==> src/sbf_pkg.sv <==
// shared constants and types for the system burst line fill block
`default_nettype none
package sbf_pkg;
	// ========================================
	// widths and line geometry
	localparam int ADDR_W      = 32;
	localparam int DATA_W      = 64;
	localparam int IDX_W       = 3;
	localparam int DW_LSB      = 3;
	localparam int BEATS_32B   = 4;
	localparam int BEATS_64B   = 8;
	// ========================================
	// lookup count in clocks and wait counter width in bits
	localparam int LOOKUP_CLKS = 2;
	localparam int WAIT_W      = 4;
	// ========================================
	// access kinds seen on the processor side
	typedef enum logic [1:0] {
		SBF_KIND_READ  = 2'b00, // primary cache read miss
		SBF_KIND_RWITM = 2'b01, // touch load or write miss
		SBF_KIND_OTHER = 2'b10  // table search, allocate load, exchange
	} sbf_kind_e;
	typedef enum logic [2:0] {
		SBF_D_IDLE   = 3'b000,
		SBF_D_LOOKUP = 3'b001,
		SBF_D_HIT    = 3'b010,
		SBF_D_REQ    = 3'b011,
		SBF_D_ADDR   = 3'b100,
		SBF_D_DATA   = 3'b101
	} sbf_dev_e;
	typedef enum logic [1:0] {
		SBF_H_IDLE = 2'b00,
		SBF_H_WAIT = 2'b01,
		SBF_H_BEAT = 2'b10,
		SBF_H_TAIL = 2'b11
	} sbf_host_e;
endpackage : sbf_pkg
`default_nettype wire

==> src/sbf_bus_if.sv <==
// system bus between the cache controller end and the arbiter/memory end
`default_nettype none
interface sbf_bus_if;
	import sbf_pkg::*;
	logic              sys_bus_request;
	logic              sys_bus_grant;
	logic              sys_address_busy;
	logic              sys_transfer_start;
	logic              sys_burst_flag;
	logic              sys_memory_coherent;
	logic              sys_invalidate_hint;
	logic [ADDR_W-1:0] sys_addr;
	logic              sys_addr_oe;
	logic              sys_address_ack;
	logic              sys_data_grant;
	logic              sys_data_busy;
	logic              sys_transfer_ack;
	logic [DATA_W-1:0] sys_data;
	modport dev_mp (
		output sys_bus_request, sys_address_busy, sys_transfer_start, sys_burst_flag,
		output sys_memory_coherent, sys_invalidate_hint, sys_addr, sys_addr_oe,
		output sys_data_busy,
		input  sys_bus_grant, sys_address_ack, sys_data_grant, sys_transfer_ack, sys_data
	);
	modport sys_mp (
		input  sys_bus_request, sys_address_busy, sys_transfer_start, sys_burst_flag,
		input  sys_memory_coherent, sys_invalidate_hint, sys_addr, sys_addr_oe,
		input  sys_data_busy,
		output sys_bus_grant, sys_address_ack, sys_data_grant, sys_transfer_ack, sys_data
	);
endinterface : sbf_bus_if
`default_nettype wire

==> src/sbf_beat_seq.sv <==
// beat counter and beat index order for one line transfer
`default_nettype none
module sbf_beat_seq
	import sbf_pkg::*;
(
	input  wire logic             clk_in,
	input  wire logic             rst_in,
	input  wire logic             start_in,
	input  wire logic [IDX_W-1:0] crit_in,
	input  wire logic             line64_in,
	input  wire logic             cwf_in,
	input  wire logic             single_in,
	input  wire logic             step_in,
	output logic      [IDX_W-1:0] idx_out,
	output logic                  last_out
);
	logic [IDX_W-1:0] cnt_r, cnt_nxt, crit_r, crit_nxt, mask_r, mask_nxt;
	logic             cwf_r, cwf_nxt;

	// ========================================
	// next count; start wins over step
	always_comb
	begin
		cnt_nxt  = cnt_r;
		crit_nxt = crit_r;
		mask_nxt = mask_r;
		cwf_nxt  = cwf_r;
		if (start_in)
		begin
			cnt_nxt  = '0;
			crit_nxt = crit_in;
			cwf_nxt  = cwf_in;
			mask_nxt = single_in ? 3'h0 : (line64_in ? IDX_W'(BEATS_64B - 1)
				: IDX_W'(BEATS_32B - 1));
		end
		else if (step_in)
			cnt_nxt = cnt_r + 3'h1;
	end

	always_ff @(posedge clk_in or posedge rst_in)
	begin
		if (rst_in)
		begin
			cnt_r  <= '0;
			crit_r <= '0;
			mask_r <= '0;
			cwf_r  <= 1'b0;
		end
		else
		begin
			cnt_r  <= cnt_nxt;
			crit_r <= crit_nxt;
			mask_r <= mask_nxt;
			cwf_r  <= cwf_nxt;
		end
	end

	// wrap from the critical word, or count up from word zero
	assign idx_out  = cwf_r ? ((crit_r + cnt_r) & mask_r) : (cnt_r & mask_r);
	assign last_out = (cnt_r == mask_r);
endmodule : sbf_beat_seq
`default_nettype wire

==> src/sbf_dev_end.sv <==
// cache controller end: processor side miss handling and system burst read
`default_nettype none
module sbf_dev_end
	import sbf_pkg::*;
(
	input  wire logic              clk_in,
	input  wire logic              rst_in,
	sbf_bus_if.dev_mp              bus,
	input  wire logic              half_speed_in,
	input  wire logic              line64_in,
	input  wire logic              cwf_in,
	input  wire logic              proc_transfer_start_in,
	input  wire logic [ADDR_W-1:0] proc_addr_in,
	input  wire logic              proc_burst_flag_in,
	input  wire logic              proc_cache_inhibit_in,
	input  wire sbf_kind_e         proc_kind_in,
	input  wire logic              l2_hit_in,
	input  wire logic [DATA_W-1:0] ram_rdata_in,
	output logic                   proc_transfer_ack_out,
	output logic      [DATA_W-1:0] proc_data_out,
	output logic      [IDX_W-1:0]  ram_addr_out,
	output logic                   ram_we_out,
	output logic      [DATA_W-1:0] ram_wdata_out,
	output logic                   busy_out
);
	sbf_dev_e          st_r, st_nxt;
	logic [1:0]        lk_r, lk_nxt;
	logic [ADDR_W-1:0] addr_r, addr_nxt;
	logic              burst_r, burst_nxt, itm_r, itm_nxt, inh_r, inh_nxt;
	logic              br_r, br_nxt, abb_r, abb_nxt, ts_r, ts_nxt, aoe_r, aoe_nxt;
	logic              dbb_r, dbb_nxt, pend_r, pend_nxt, done_r, done_nxt;
	logic              hold_r, hold_nxt, hv_r, hv_nxt, skip_r, skip_nxt;
	logic              pta_r, pta_nxt, we_r, we_nxt, busy_r, busy_nxt;
	logic [DATA_W-1:0] pd_r, pd_nxt, wd_r, wd_nxt, hd_r, hd_nxt;
	logic [IDX_W-1:0]  ra_r, ra_nxt, pi_r, pi_nxt;
	logic              seq_start, seq_step, seq_last, cap;
	logic [IDX_W-1:0]  seq_idx;
	logic [DATA_W-1:0] cap_data;

	// ========================================
	// beat order generator
	sbf_beat_seq u_seq (
		.clk_in    (clk_in),
		.rst_in    (rst_in),
		.start_in  (seq_start),
		.crit_in   (addr_r[DW_LSB +: IDX_W]),
		.line64_in (line64_in),
		.cwf_in    (cwf_in),
		.single_in (!burst_r),
		.step_in   (seq_step),
		.idx_out   (seq_idx),
		.last_out  (seq_last)
	);

	// ========================================
	// beat capture: full speed data trails acknowledge by one clock,
	// half speed data comes with it
	always_comb
	begin
		seq_start = (st_r == SBF_D_LOOKUP) && (lk_r == 2'(LOOKUP_CLKS - 1));
		seq_step  = 1'b0;
		if (st_r == SBF_D_HIT)
			seq_step = !done_r;
		else if (dbb_r && !done_r)
			seq_step = bus.sys_transfer_ack;
		cap      = half_speed_in ? seq_step && (st_r == SBF_D_DATA) : pend_r;
		cap_data = bus.sys_data;
	end

	// ========================================
	// control sequence
	always_comb
	begin
		st_nxt    = st_r;
		lk_nxt    = lk_r;
		addr_nxt  = addr_r;
		burst_nxt = burst_r;
		itm_nxt   = itm_r;
		inh_nxt   = inh_r;
		br_nxt    = br_r;
		abb_nxt   = abb_r;
		ts_nxt    = 1'b0;
		aoe_nxt   = aoe_r;
		dbb_nxt   = dbb_r;
		done_nxt  = done_r;
		pend_nxt  = !half_speed_in && seq_step && (st_r == SBF_D_DATA);
		hv_nxt    = (st_r == SBF_D_HIT) && !done_r;
		ra_nxt    = ra_r;
		pi_nxt    = seq_step ? seq_idx : pi_r;
		// the cache address follows the beat being written, not the bus count
		if ((st_r == SBF_D_HIT) && seq_step)
			ra_nxt = seq_idx;
		else if (cap)
			ra_nxt = half_speed_in ? seq_idx : pi_r;
		case (st_r)
			SBF_D_IDLE:
			begin
				if (proc_transfer_start_in)
				begin
					addr_nxt  = proc_addr_in;
					burst_nxt = proc_burst_flag_in && !proc_cache_inhibit_in;
					inh_nxt   = proc_cache_inhibit_in;
					itm_nxt   = (proc_kind_in == SBF_KIND_RWITM);
					lk_nxt    = 2'h0;
					done_nxt  = 1'b0;
					st_nxt    = SBF_D_LOOKUP;
				end
			end
			SBF_D_LOOKUP:
			begin
				lk_nxt = lk_r + 2'h1;
				if (seq_start)
				begin
					// any kind that misses goes to the bus; inhibited never hits
					if (l2_hit_in && !inh_r)
						st_nxt = SBF_D_HIT;
					else
					begin
						br_nxt = 1'b1;
						st_nxt = SBF_D_REQ;
					end
				end
			end
			SBF_D_HIT:
			begin
				if (seq_step && seq_last)
					done_nxt = 1'b1;
				if (done_r && !hv_r)
					st_nxt = SBF_D_IDLE;
			end
			SBF_D_REQ:
			begin
				if (bus.sys_bus_grant && !bus.sys_address_busy)
				begin
					br_nxt  = 1'b0;
					abb_nxt = 1'b1;
					ts_nxt  = 1'b1;
					aoe_nxt = 1'b1;
					st_nxt  = SBF_D_ADDR;
				end
			end
			SBF_D_ADDR, SBF_D_DATA:
			begin
				if (bus.sys_address_ack && !ts_r)
				begin
					abb_nxt = 1'b0;
					aoe_nxt = 1'b0;
					st_nxt  = SBF_D_DATA;
				end
				if (!dbb_r && !done_r && bus.sys_data_grant && !bus.sys_data_busy && !ts_r)
					dbb_nxt = 1'b1;
				if (seq_step && seq_last)
				begin
					done_nxt = 1'b1;
					dbb_nxt  = 1'b0;
				end
				if (done_r && !pend_r && !hold_r && !aoe_r)
					st_nxt = SBF_D_IDLE;
			end
			default:
				st_nxt = SBF_D_IDLE;
		endcase
		busy_nxt  = (st_nxt != SBF_D_IDLE);
	end

	// ========================================
	// cache write and processor streaming; in half speed a beat that
	// lands right behind an acknowledge is held one clock
	always_comb
	begin
		we_nxt   = cap && !inh_r;
		wd_nxt   = cap ? cap_data : wd_r;
		hold_nxt = 1'b0;
		hd_nxt   = hd_r;
		pta_nxt  = 1'b0;
		pd_nxt   = pd_r;
		if (hv_r)
		begin
			pta_nxt = 1'b1;
			pd_nxt  = ram_rdata_in;
		end
		else if (hold_r)
		begin
			pta_nxt = 1'b1;
			pd_nxt  = hd_r;
		end
		else if (we_r || skip_r)
		begin
			if (half_speed_in && pta_r)
			begin
				hold_nxt = 1'b1;
				hd_nxt   = wd_r;
			end
			else
			begin
				pta_nxt = 1'b1;
				pd_nxt  = wd_r;
			end
		end
	end

	// inhibited beats skip the cache write but still reach the processor
	assign skip_nxt = cap && inh_r;

	// ========================================
	// registers
	always_ff @(posedge clk_in or posedge rst_in)
	begin
		if (rst_in)
		begin
			st_r    <= SBF_D_IDLE;
			lk_r    <= 2'h0;
			addr_r  <= '0;
			{ra_r, pi_r} <= '0;
			{pd_r, wd_r, hd_r} <= '0;
			{burst_r, itm_r, inh_r, br_r, abb_r, ts_r, aoe_r, dbb_r} <= '0;
			{done_r, pend_r, hold_r, hv_r, skip_r, pta_r, we_r, busy_r} <= '0;
		end
		else
		begin
			st_r    <= st_nxt;
			lk_r    <= lk_nxt;
			addr_r  <= addr_nxt;
			{ra_r, pi_r} <= {ra_nxt, pi_nxt};
			{pd_r, wd_r, hd_r} <= {pd_nxt, wd_nxt, hd_nxt};
			{burst_r, itm_r, inh_r, br_r, abb_r, ts_r, aoe_r, dbb_r}
				<= {burst_nxt, itm_nxt, inh_nxt, br_nxt, abb_nxt, ts_nxt, aoe_nxt, dbb_nxt};
			{done_r, pend_r, hold_r, hv_r, skip_r, pta_r, we_r, busy_r}
				<= {done_nxt, pend_nxt, hold_nxt, hv_nxt, skip_nxt, pta_nxt, we_nxt, busy_nxt};
		end
	end

	// ========================================
	// outputs; attributes are gated by the address enable
	assign bus.sys_bus_request     = br_r;
	assign bus.sys_address_busy    = abb_r;
	assign bus.sys_transfer_start  = ts_r;
	assign bus.sys_addr_oe         = aoe_r;
	assign bus.sys_addr            = aoe_r ? addr_r : '0;
	assign bus.sys_burst_flag      = aoe_r && burst_r;
	assign bus.sys_memory_coherent = aoe_r && burst_r;
	assign bus.sys_invalidate_hint = aoe_r && burst_r && itm_r;
	assign bus.sys_data_busy       = dbb_r;
	assign proc_transfer_ack_out   = pta_r;
	assign proc_data_out           = pd_r;
	assign ram_addr_out            = ra_r;
	assign ram_we_out              = we_r;
	assign ram_wdata_out           = wd_r;
	assign busy_out                = busy_r;
endmodule : sbf_dev_end
`default_nettype wire

==> src/flat_wrapper.sv <==
// flat-port wrapper written by rule: the top's interface ports become plain ports
module sbf_dev_end_flat import sbf_pkg::*;
  (clk_in, rst_in, half_speed_in, line64_in, cwf_in, proc_transfer_start_in, proc_addr_in, proc_burst_flag_in, proc_cache_inhibit_in, proc_kind_in, l2_hit_in, ram_rdata_in, proc_transfer_ack_out, proc_data_out, ram_addr_out, ram_we_out, ram_wdata_out, busy_out, bus_sys_bus_request, bus_sys_address_busy, bus_sys_transfer_start, bus_sys_burst_flag, bus_sys_memory_coherent, bus_sys_invalidate_hint, bus_sys_addr, bus_sys_addr_oe, bus_sys_data_busy, bus_sys_bus_grant, bus_sys_address_ack, bus_sys_data_grant, bus_sys_transfer_ack, bus_sys_data);
  sbf_bus_if bus_i ();
  input  wire logic clk_in;
  input  wire logic rst_in;
  input  wire logic half_speed_in;
  input  wire logic line64_in;
  input  wire logic cwf_in;
  input  wire logic proc_transfer_start_in;
  input  wire logic [ADDR_W-1:0] proc_addr_in;
  input  wire logic proc_burst_flag_in;
  input  wire logic proc_cache_inhibit_in;
  input  wire sbf_kind_e proc_kind_in;
  input  wire logic l2_hit_in;
  input  wire logic [DATA_W-1:0] ram_rdata_in;
  output logic proc_transfer_ack_out;
  output logic      [DATA_W-1:0] proc_data_out;
  output logic      [IDX_W-1:0] ram_addr_out;
  output logic ram_we_out;
  output logic      [DATA_W-1:0] ram_wdata_out;
  output logic busy_out;
  output wire logic [$bits(bus_i.sys_bus_request)-1:0] bus_sys_bus_request;
  output wire logic [$bits(bus_i.sys_address_busy)-1:0] bus_sys_address_busy;
  output wire logic [$bits(bus_i.sys_transfer_start)-1:0] bus_sys_transfer_start;
  output wire logic [$bits(bus_i.sys_burst_flag)-1:0] bus_sys_burst_flag;
  output wire logic [$bits(bus_i.sys_memory_coherent)-1:0] bus_sys_memory_coherent;
  output wire logic [$bits(bus_i.sys_invalidate_hint)-1:0] bus_sys_invalidate_hint;
  output wire logic [$bits(bus_i.sys_addr)-1:0] bus_sys_addr;
  output wire logic [$bits(bus_i.sys_addr_oe)-1:0] bus_sys_addr_oe;
  output wire logic [$bits(bus_i.sys_data_busy)-1:0] bus_sys_data_busy;
  input wire logic [$bits(bus_i.sys_bus_grant)-1:0] bus_sys_bus_grant;
  input wire logic [$bits(bus_i.sys_address_ack)-1:0] bus_sys_address_ack;
  input wire logic [$bits(bus_i.sys_data_grant)-1:0] bus_sys_data_grant;
  input wire logic [$bits(bus_i.sys_transfer_ack)-1:0] bus_sys_transfer_ack;
  input wire logic [$bits(bus_i.sys_data)-1:0] bus_sys_data;
  assign bus_sys_bus_request = bus_i.sys_bus_request;
  assign bus_sys_address_busy = bus_i.sys_address_busy;
  assign bus_sys_transfer_start = bus_i.sys_transfer_start;
  assign bus_sys_burst_flag = bus_i.sys_burst_flag;
  assign bus_sys_memory_coherent = bus_i.sys_memory_coherent;
  assign bus_sys_invalidate_hint = bus_i.sys_invalidate_hint;
  assign bus_sys_addr = bus_i.sys_addr;
  assign bus_sys_addr_oe = bus_i.sys_addr_oe;
  assign bus_sys_data_busy = bus_i.sys_data_busy;
  assign bus_i.sys_bus_grant = bus_sys_bus_grant;
  assign bus_i.sys_address_ack = bus_sys_address_ack;
  assign bus_i.sys_data_grant = bus_sys_data_grant;
  assign bus_i.sys_transfer_ack = bus_sys_transfer_ack;
  assign bus_i.sys_data = bus_sys_data;
  sbf_dev_end u_core (.clk_in(clk_in), .rst_in(rst_in), .bus(bus_i), .half_speed_in(half_speed_in), .line64_in(line64_in), .cwf_in(cwf_in), .proc_transfer_start_in(proc_transfer_start_in), .proc_addr_in(proc_addr_in), .proc_burst_flag_in(proc_burst_flag_in), .proc_cache_inhibit_in(proc_cache_inhibit_in), .proc_kind_in(proc_kind_in), .l2_hit_in(l2_hit_in), .ram_rdata_in(ram_rdata_in), .proc_transfer_ack_out(proc_transfer_ack_out), .proc_data_out(proc_data_out), .ram_addr_out(ram_addr_out), .ram_we_out(ram_we_out), .ram_wdata_out(ram_wdata_out), .busy_out(busy_out));
endmodule
==> config.mk <==
export PLATFORM = sky130hd
export DESIGN_NAME = sbf_dev_end_flat
export DESIGN_NICKNAME = d
export VERILOG_FILES = /design/src/sbf_pkg.sv /design/src/sbf_bus_if.sv /design/src/sbf_beat_seq.sv /design/src/sbf_dev_end.sv /design/src/flat_wrapper.sv
export SDC_FILE = /design/constraint.sdc
export NUM_CORES = 1
export LEC_CHECK = 0
export BUFFER_PORTS_ARGS = -buffer_cell sky130_fd_sc_hd__clkbuf_2
export CAP_MARGIN = 20
export CORE_ASPECT_RATIO = 1.25
export CORE_MARGIN = 2
export CORE_UTILIZATION = 30
export DETAILED_ROUTE_END_ITERATION = 12
export SLEW_MARGIN = 10
export SYNTH_ARGS = -nofsm -noshare
export SYNTH_HDL_FRONTEND = slang
export SYNTH_SLANG_ARGS = --single-unit
==> constraint.sdc <==
create_clock -name clk_in -period 10.6 [get_ports clk_in]
set_input_delay 1.59 -clock clk_in [delete_from_list [all_inputs] [get_ports clk_in]]
set_output_delay 1.59 -clock clk_in [all_outputs]
set_load 0.05 [all_outputs]
==> impl_metrics.py <==
metrics = {
    "outcome": {
        "outcome": "complete, no violations",
    },
    "routing": {
        "ant_nets": 0,
        "viasPerCell": 4.601,
        "wire_per_inst_um": 16.68,
        "wirelength_um": 30170,
        "drc": 0,
        "drt_iter0_markers": 318,
        "drt-pass1-iter-count": 4,
        "vias": 8323,
    },
    "floorplanning": {
        "io_pins": 349,
        "die_h_um": 222.9,
        "fp.dieArea_um2": 39920,
        "start_util_pct": 30.23,
        "coreArea_um2": 38040,
        "die_w_um": 179.1,
        "row_count": 80,
    },
    "setup_path": {
        "path_class": "reg2out",
        "timing.rr.start": "u_core.st_r[0]",
        "r2r_slack_ps": 7860,
        "crit_start": "u_core.bus.sys_address_busy",
        "crit_end": "bus_sys_invalidate_hint",
        "r2r_cells": 6,
        "worst_ep_required_time_ps": 9010,
        "worstReg2RegEnd": "u_core.ram_wdata_out[55]",
        "worst-endpoint-arrival_ps": 2330,
        "crit_path_end_kind": "primary output",
        "crit_fanout": 37,
        "start_kind": "flop",
    },
    "clocking": {
        "cts_root_buf": "clkbuf_16",
        "insertion_delay_ps": 550,
        "htree_levels": 1,
        "cts_hold_buffers": 0,
        "ctsResizeCount": 0,
        "tritoncts": "yes",
        "cts_setup_buffers": 0,
        "cts_inserted_buffers": 29,
        "clockBufferDepth": 3,
        "clock_sinks": 259,
        "path_clk_slew_ps": 60,
    },
    "final_layout": {
        "areaGrowthSynthToFinish_pct": 27.82,
        "postLayoutCoreUtil_pct": 38.63,
        "final_area_um2": 14700,
        "drive_gt1_share_pct": 44.42,
        "fin_nets": 1474,
        "diodes": 0,
    },
    "timing": {
        "tightest_slew_ps": 992.1,
        "rsz0062_at_grt": "no",
        "fin_crit_ps": 3916,
        "setup_viol": 0,
        "final_hold_viol_count": 0,
        "period_share_pct": 36.94,
        "slew_headroom_pct": 33.86,
        "whs_ps": 477.9,
        "tns_ps": 0,
        "fmax_mhz": 255.4,
        "final-max-slew-violation-count": 0,
        "fin_skew_ps": 12.70,
    },
    "grt": {
        "grt_usage_pct": 14.81,
        "grt_max_degree": 111,
        "grt_pass1_wl_um": 47040,
        "antenna_found_initial": 1,
        "grt-ovfl-total": 0,
        "grt_pass1_vias": 8601,
    },
    "synthesis": {
        "yosysUniqueCellTypes": 46,
        "yosys_warnings": 0,
        "syn-instance-count": 967,
        "synth.avg_cell_area_um2": 11.89,
        "ys_top_cells_by_area": "dfrtp_1 56%, mux2_2 12%, mux2i_1 5.8%",
        "synth_edf_count": 0,
        "ys.flop_type": "dfrtp_1",
        "yosysTopAreaCellShare_pct": 56.37,
        "synth_top_area_cell": "dfrtp_1",
        "synth_nets": 1146,
        "synth_common_cells": "259 x dfrtp_1, 127 x mux2_2, 94 x nand2_1",
        "synth_seq_cells": 259,
        "async_reset_ff_share_pct": 100.0,
        "syn-cell-area_um2": 11500,
        "synth_seq_area_share_pct": 56.37,
        "synth_most_common_cell": "dfrtp_1",
    },
    "flow_run": {
        "maxCapViolCount": 0,
    },
    "min_path": {
        "hold-path-cell-count": 2,
        "hold_class": "reg2reg",
        "min_from": "u_core.proc_data_out[31]",
    },
    "placed_design": {
        "dpl_cell_area_um2": 13670,
        "port_buffers": 348,
        "place_congestion": 0.8037,
        "hpwl_um": 20700,
    },
    "power_and_ir_drop": {
        "powerDensity_nw_per_um2": 252.9,
        "vdd_drop_max_mv": 0.1848,
        "leakage_nw": 7.482,
    },
}
critical path: stages (launching register included):
cell,delay [ps]
dfrtp_1,980
inv_1,240
nor3_1,240
clkbuf_2,300
per-layer routing:
| layer | up-vias | track usage [%] | share of wire (%) |
|---|---|---|---|
| li1 | 3989 | - | - |
| met1 | 4039 | 18.15 | 41 |
| met2 | 255 | 25.55 | 49 |
| met3 | 38 | 4.175 | 7.7 |
| met4 | 2 | 3.642 | 1.9 |
| met5 | - | 0 | 0.033 |
sequential cells by signal, summed over array words and instances, names as in the netlist, 2 cells and up:
| register | count |
|---|---|
| u_core.u_seq.crit_r | 3 |
| u_core.u_seq.mask_r | 2 |
| u_core.lk_r | 2 |
| u_core.addr_r | 32 |
| u_core.hd_r | 64 |
| u_core.u_seq.cnt_r | 3 |
| u_core.pi_r | 3 |
| u_core.ram_addr_out | 3 |
| u_core.st_r | 3 |
| u_core.ram_wdata_out | 64 |
| u_core.proc_data_out | 64 |
power breakdown:
part           internal, mW  switching (mW)  leakage [nW]
Sequential             1.19           0.148          3.48
Clock                 0.634           0.417         0.490
Combinational         0.351           0.981          3.51
how the worst min path moves through the flow:
stage	end
floorplan	u_core.ram_we_out
global placement	u_core.proc_data_out[32]
detailed placement	u_core.proc_data_out[23]
CTS	u_core.proc_data_out[23]
global route	u_core.hd_r[2]
finish	u_core.proc_data_out[31]
stage by stage:
step | setup slack, ps | instances | power [mW]
after floorplan | 1883 | 967 | 2.350
after global placement | 6694 | 1755 | 2.680
after detailed placement | 6666 | 1755 | 2.699
after CTS | 6580 | 1808 | 3.777
after global routing | 6434 | 1809 | 3.939
final | 6684 | 1809 | 3.717
cell usage in the layout (no fill, tap or decap), drive strengths merged, types with 2 or more instances in the layout:
cell type  synthesis  routed
dfrtp            259     259
clkbuf            36     385
buf               26      11
mux2             165     165
nor2b              5       5
and2              32      32
and3               2       2
a21oi             72      72
clkinvlp           0       3
ha                 3       3
nand4              2       2
a22o               3       3
inv               13      14
o21ai             76      76
nor3               6       6
nor4b              2       2
xnor2              2       2
bufinv             0       4
nand3              2       2
clkinv             0       8
nor2              76      76
nand3b             3       3
mux2i             67      67
or3b               3       3
nand2             94      94
cell type report:
cell class,count,area [um^2]
inverter,13,56.30
sequential,259,6489
clock inverter,16,195.2
multi-input combinational,633,4690
clock buffer,37,805.8
tap,492,615.6
fill,3706,23340
timing repair buffer,359,1844
cells by family (layout without fill, tap and decap cells):
family | count (synthesis) | count (layout) | synth area share, %
xor+xnor | 3 | 3 | 0.2286
flops | 259 | 259 | 56.37
simple gates | 232 | 232 | 9.054
mux | 232 | 232 | 23.23
buf+inv | 75 | 425 | 3.091
fa+ha+maj | 4 | 4 | 0.5006
compound gates | 162 | 162 | 7.520
No activity file was read; power rests on OpenSTA's default activity.
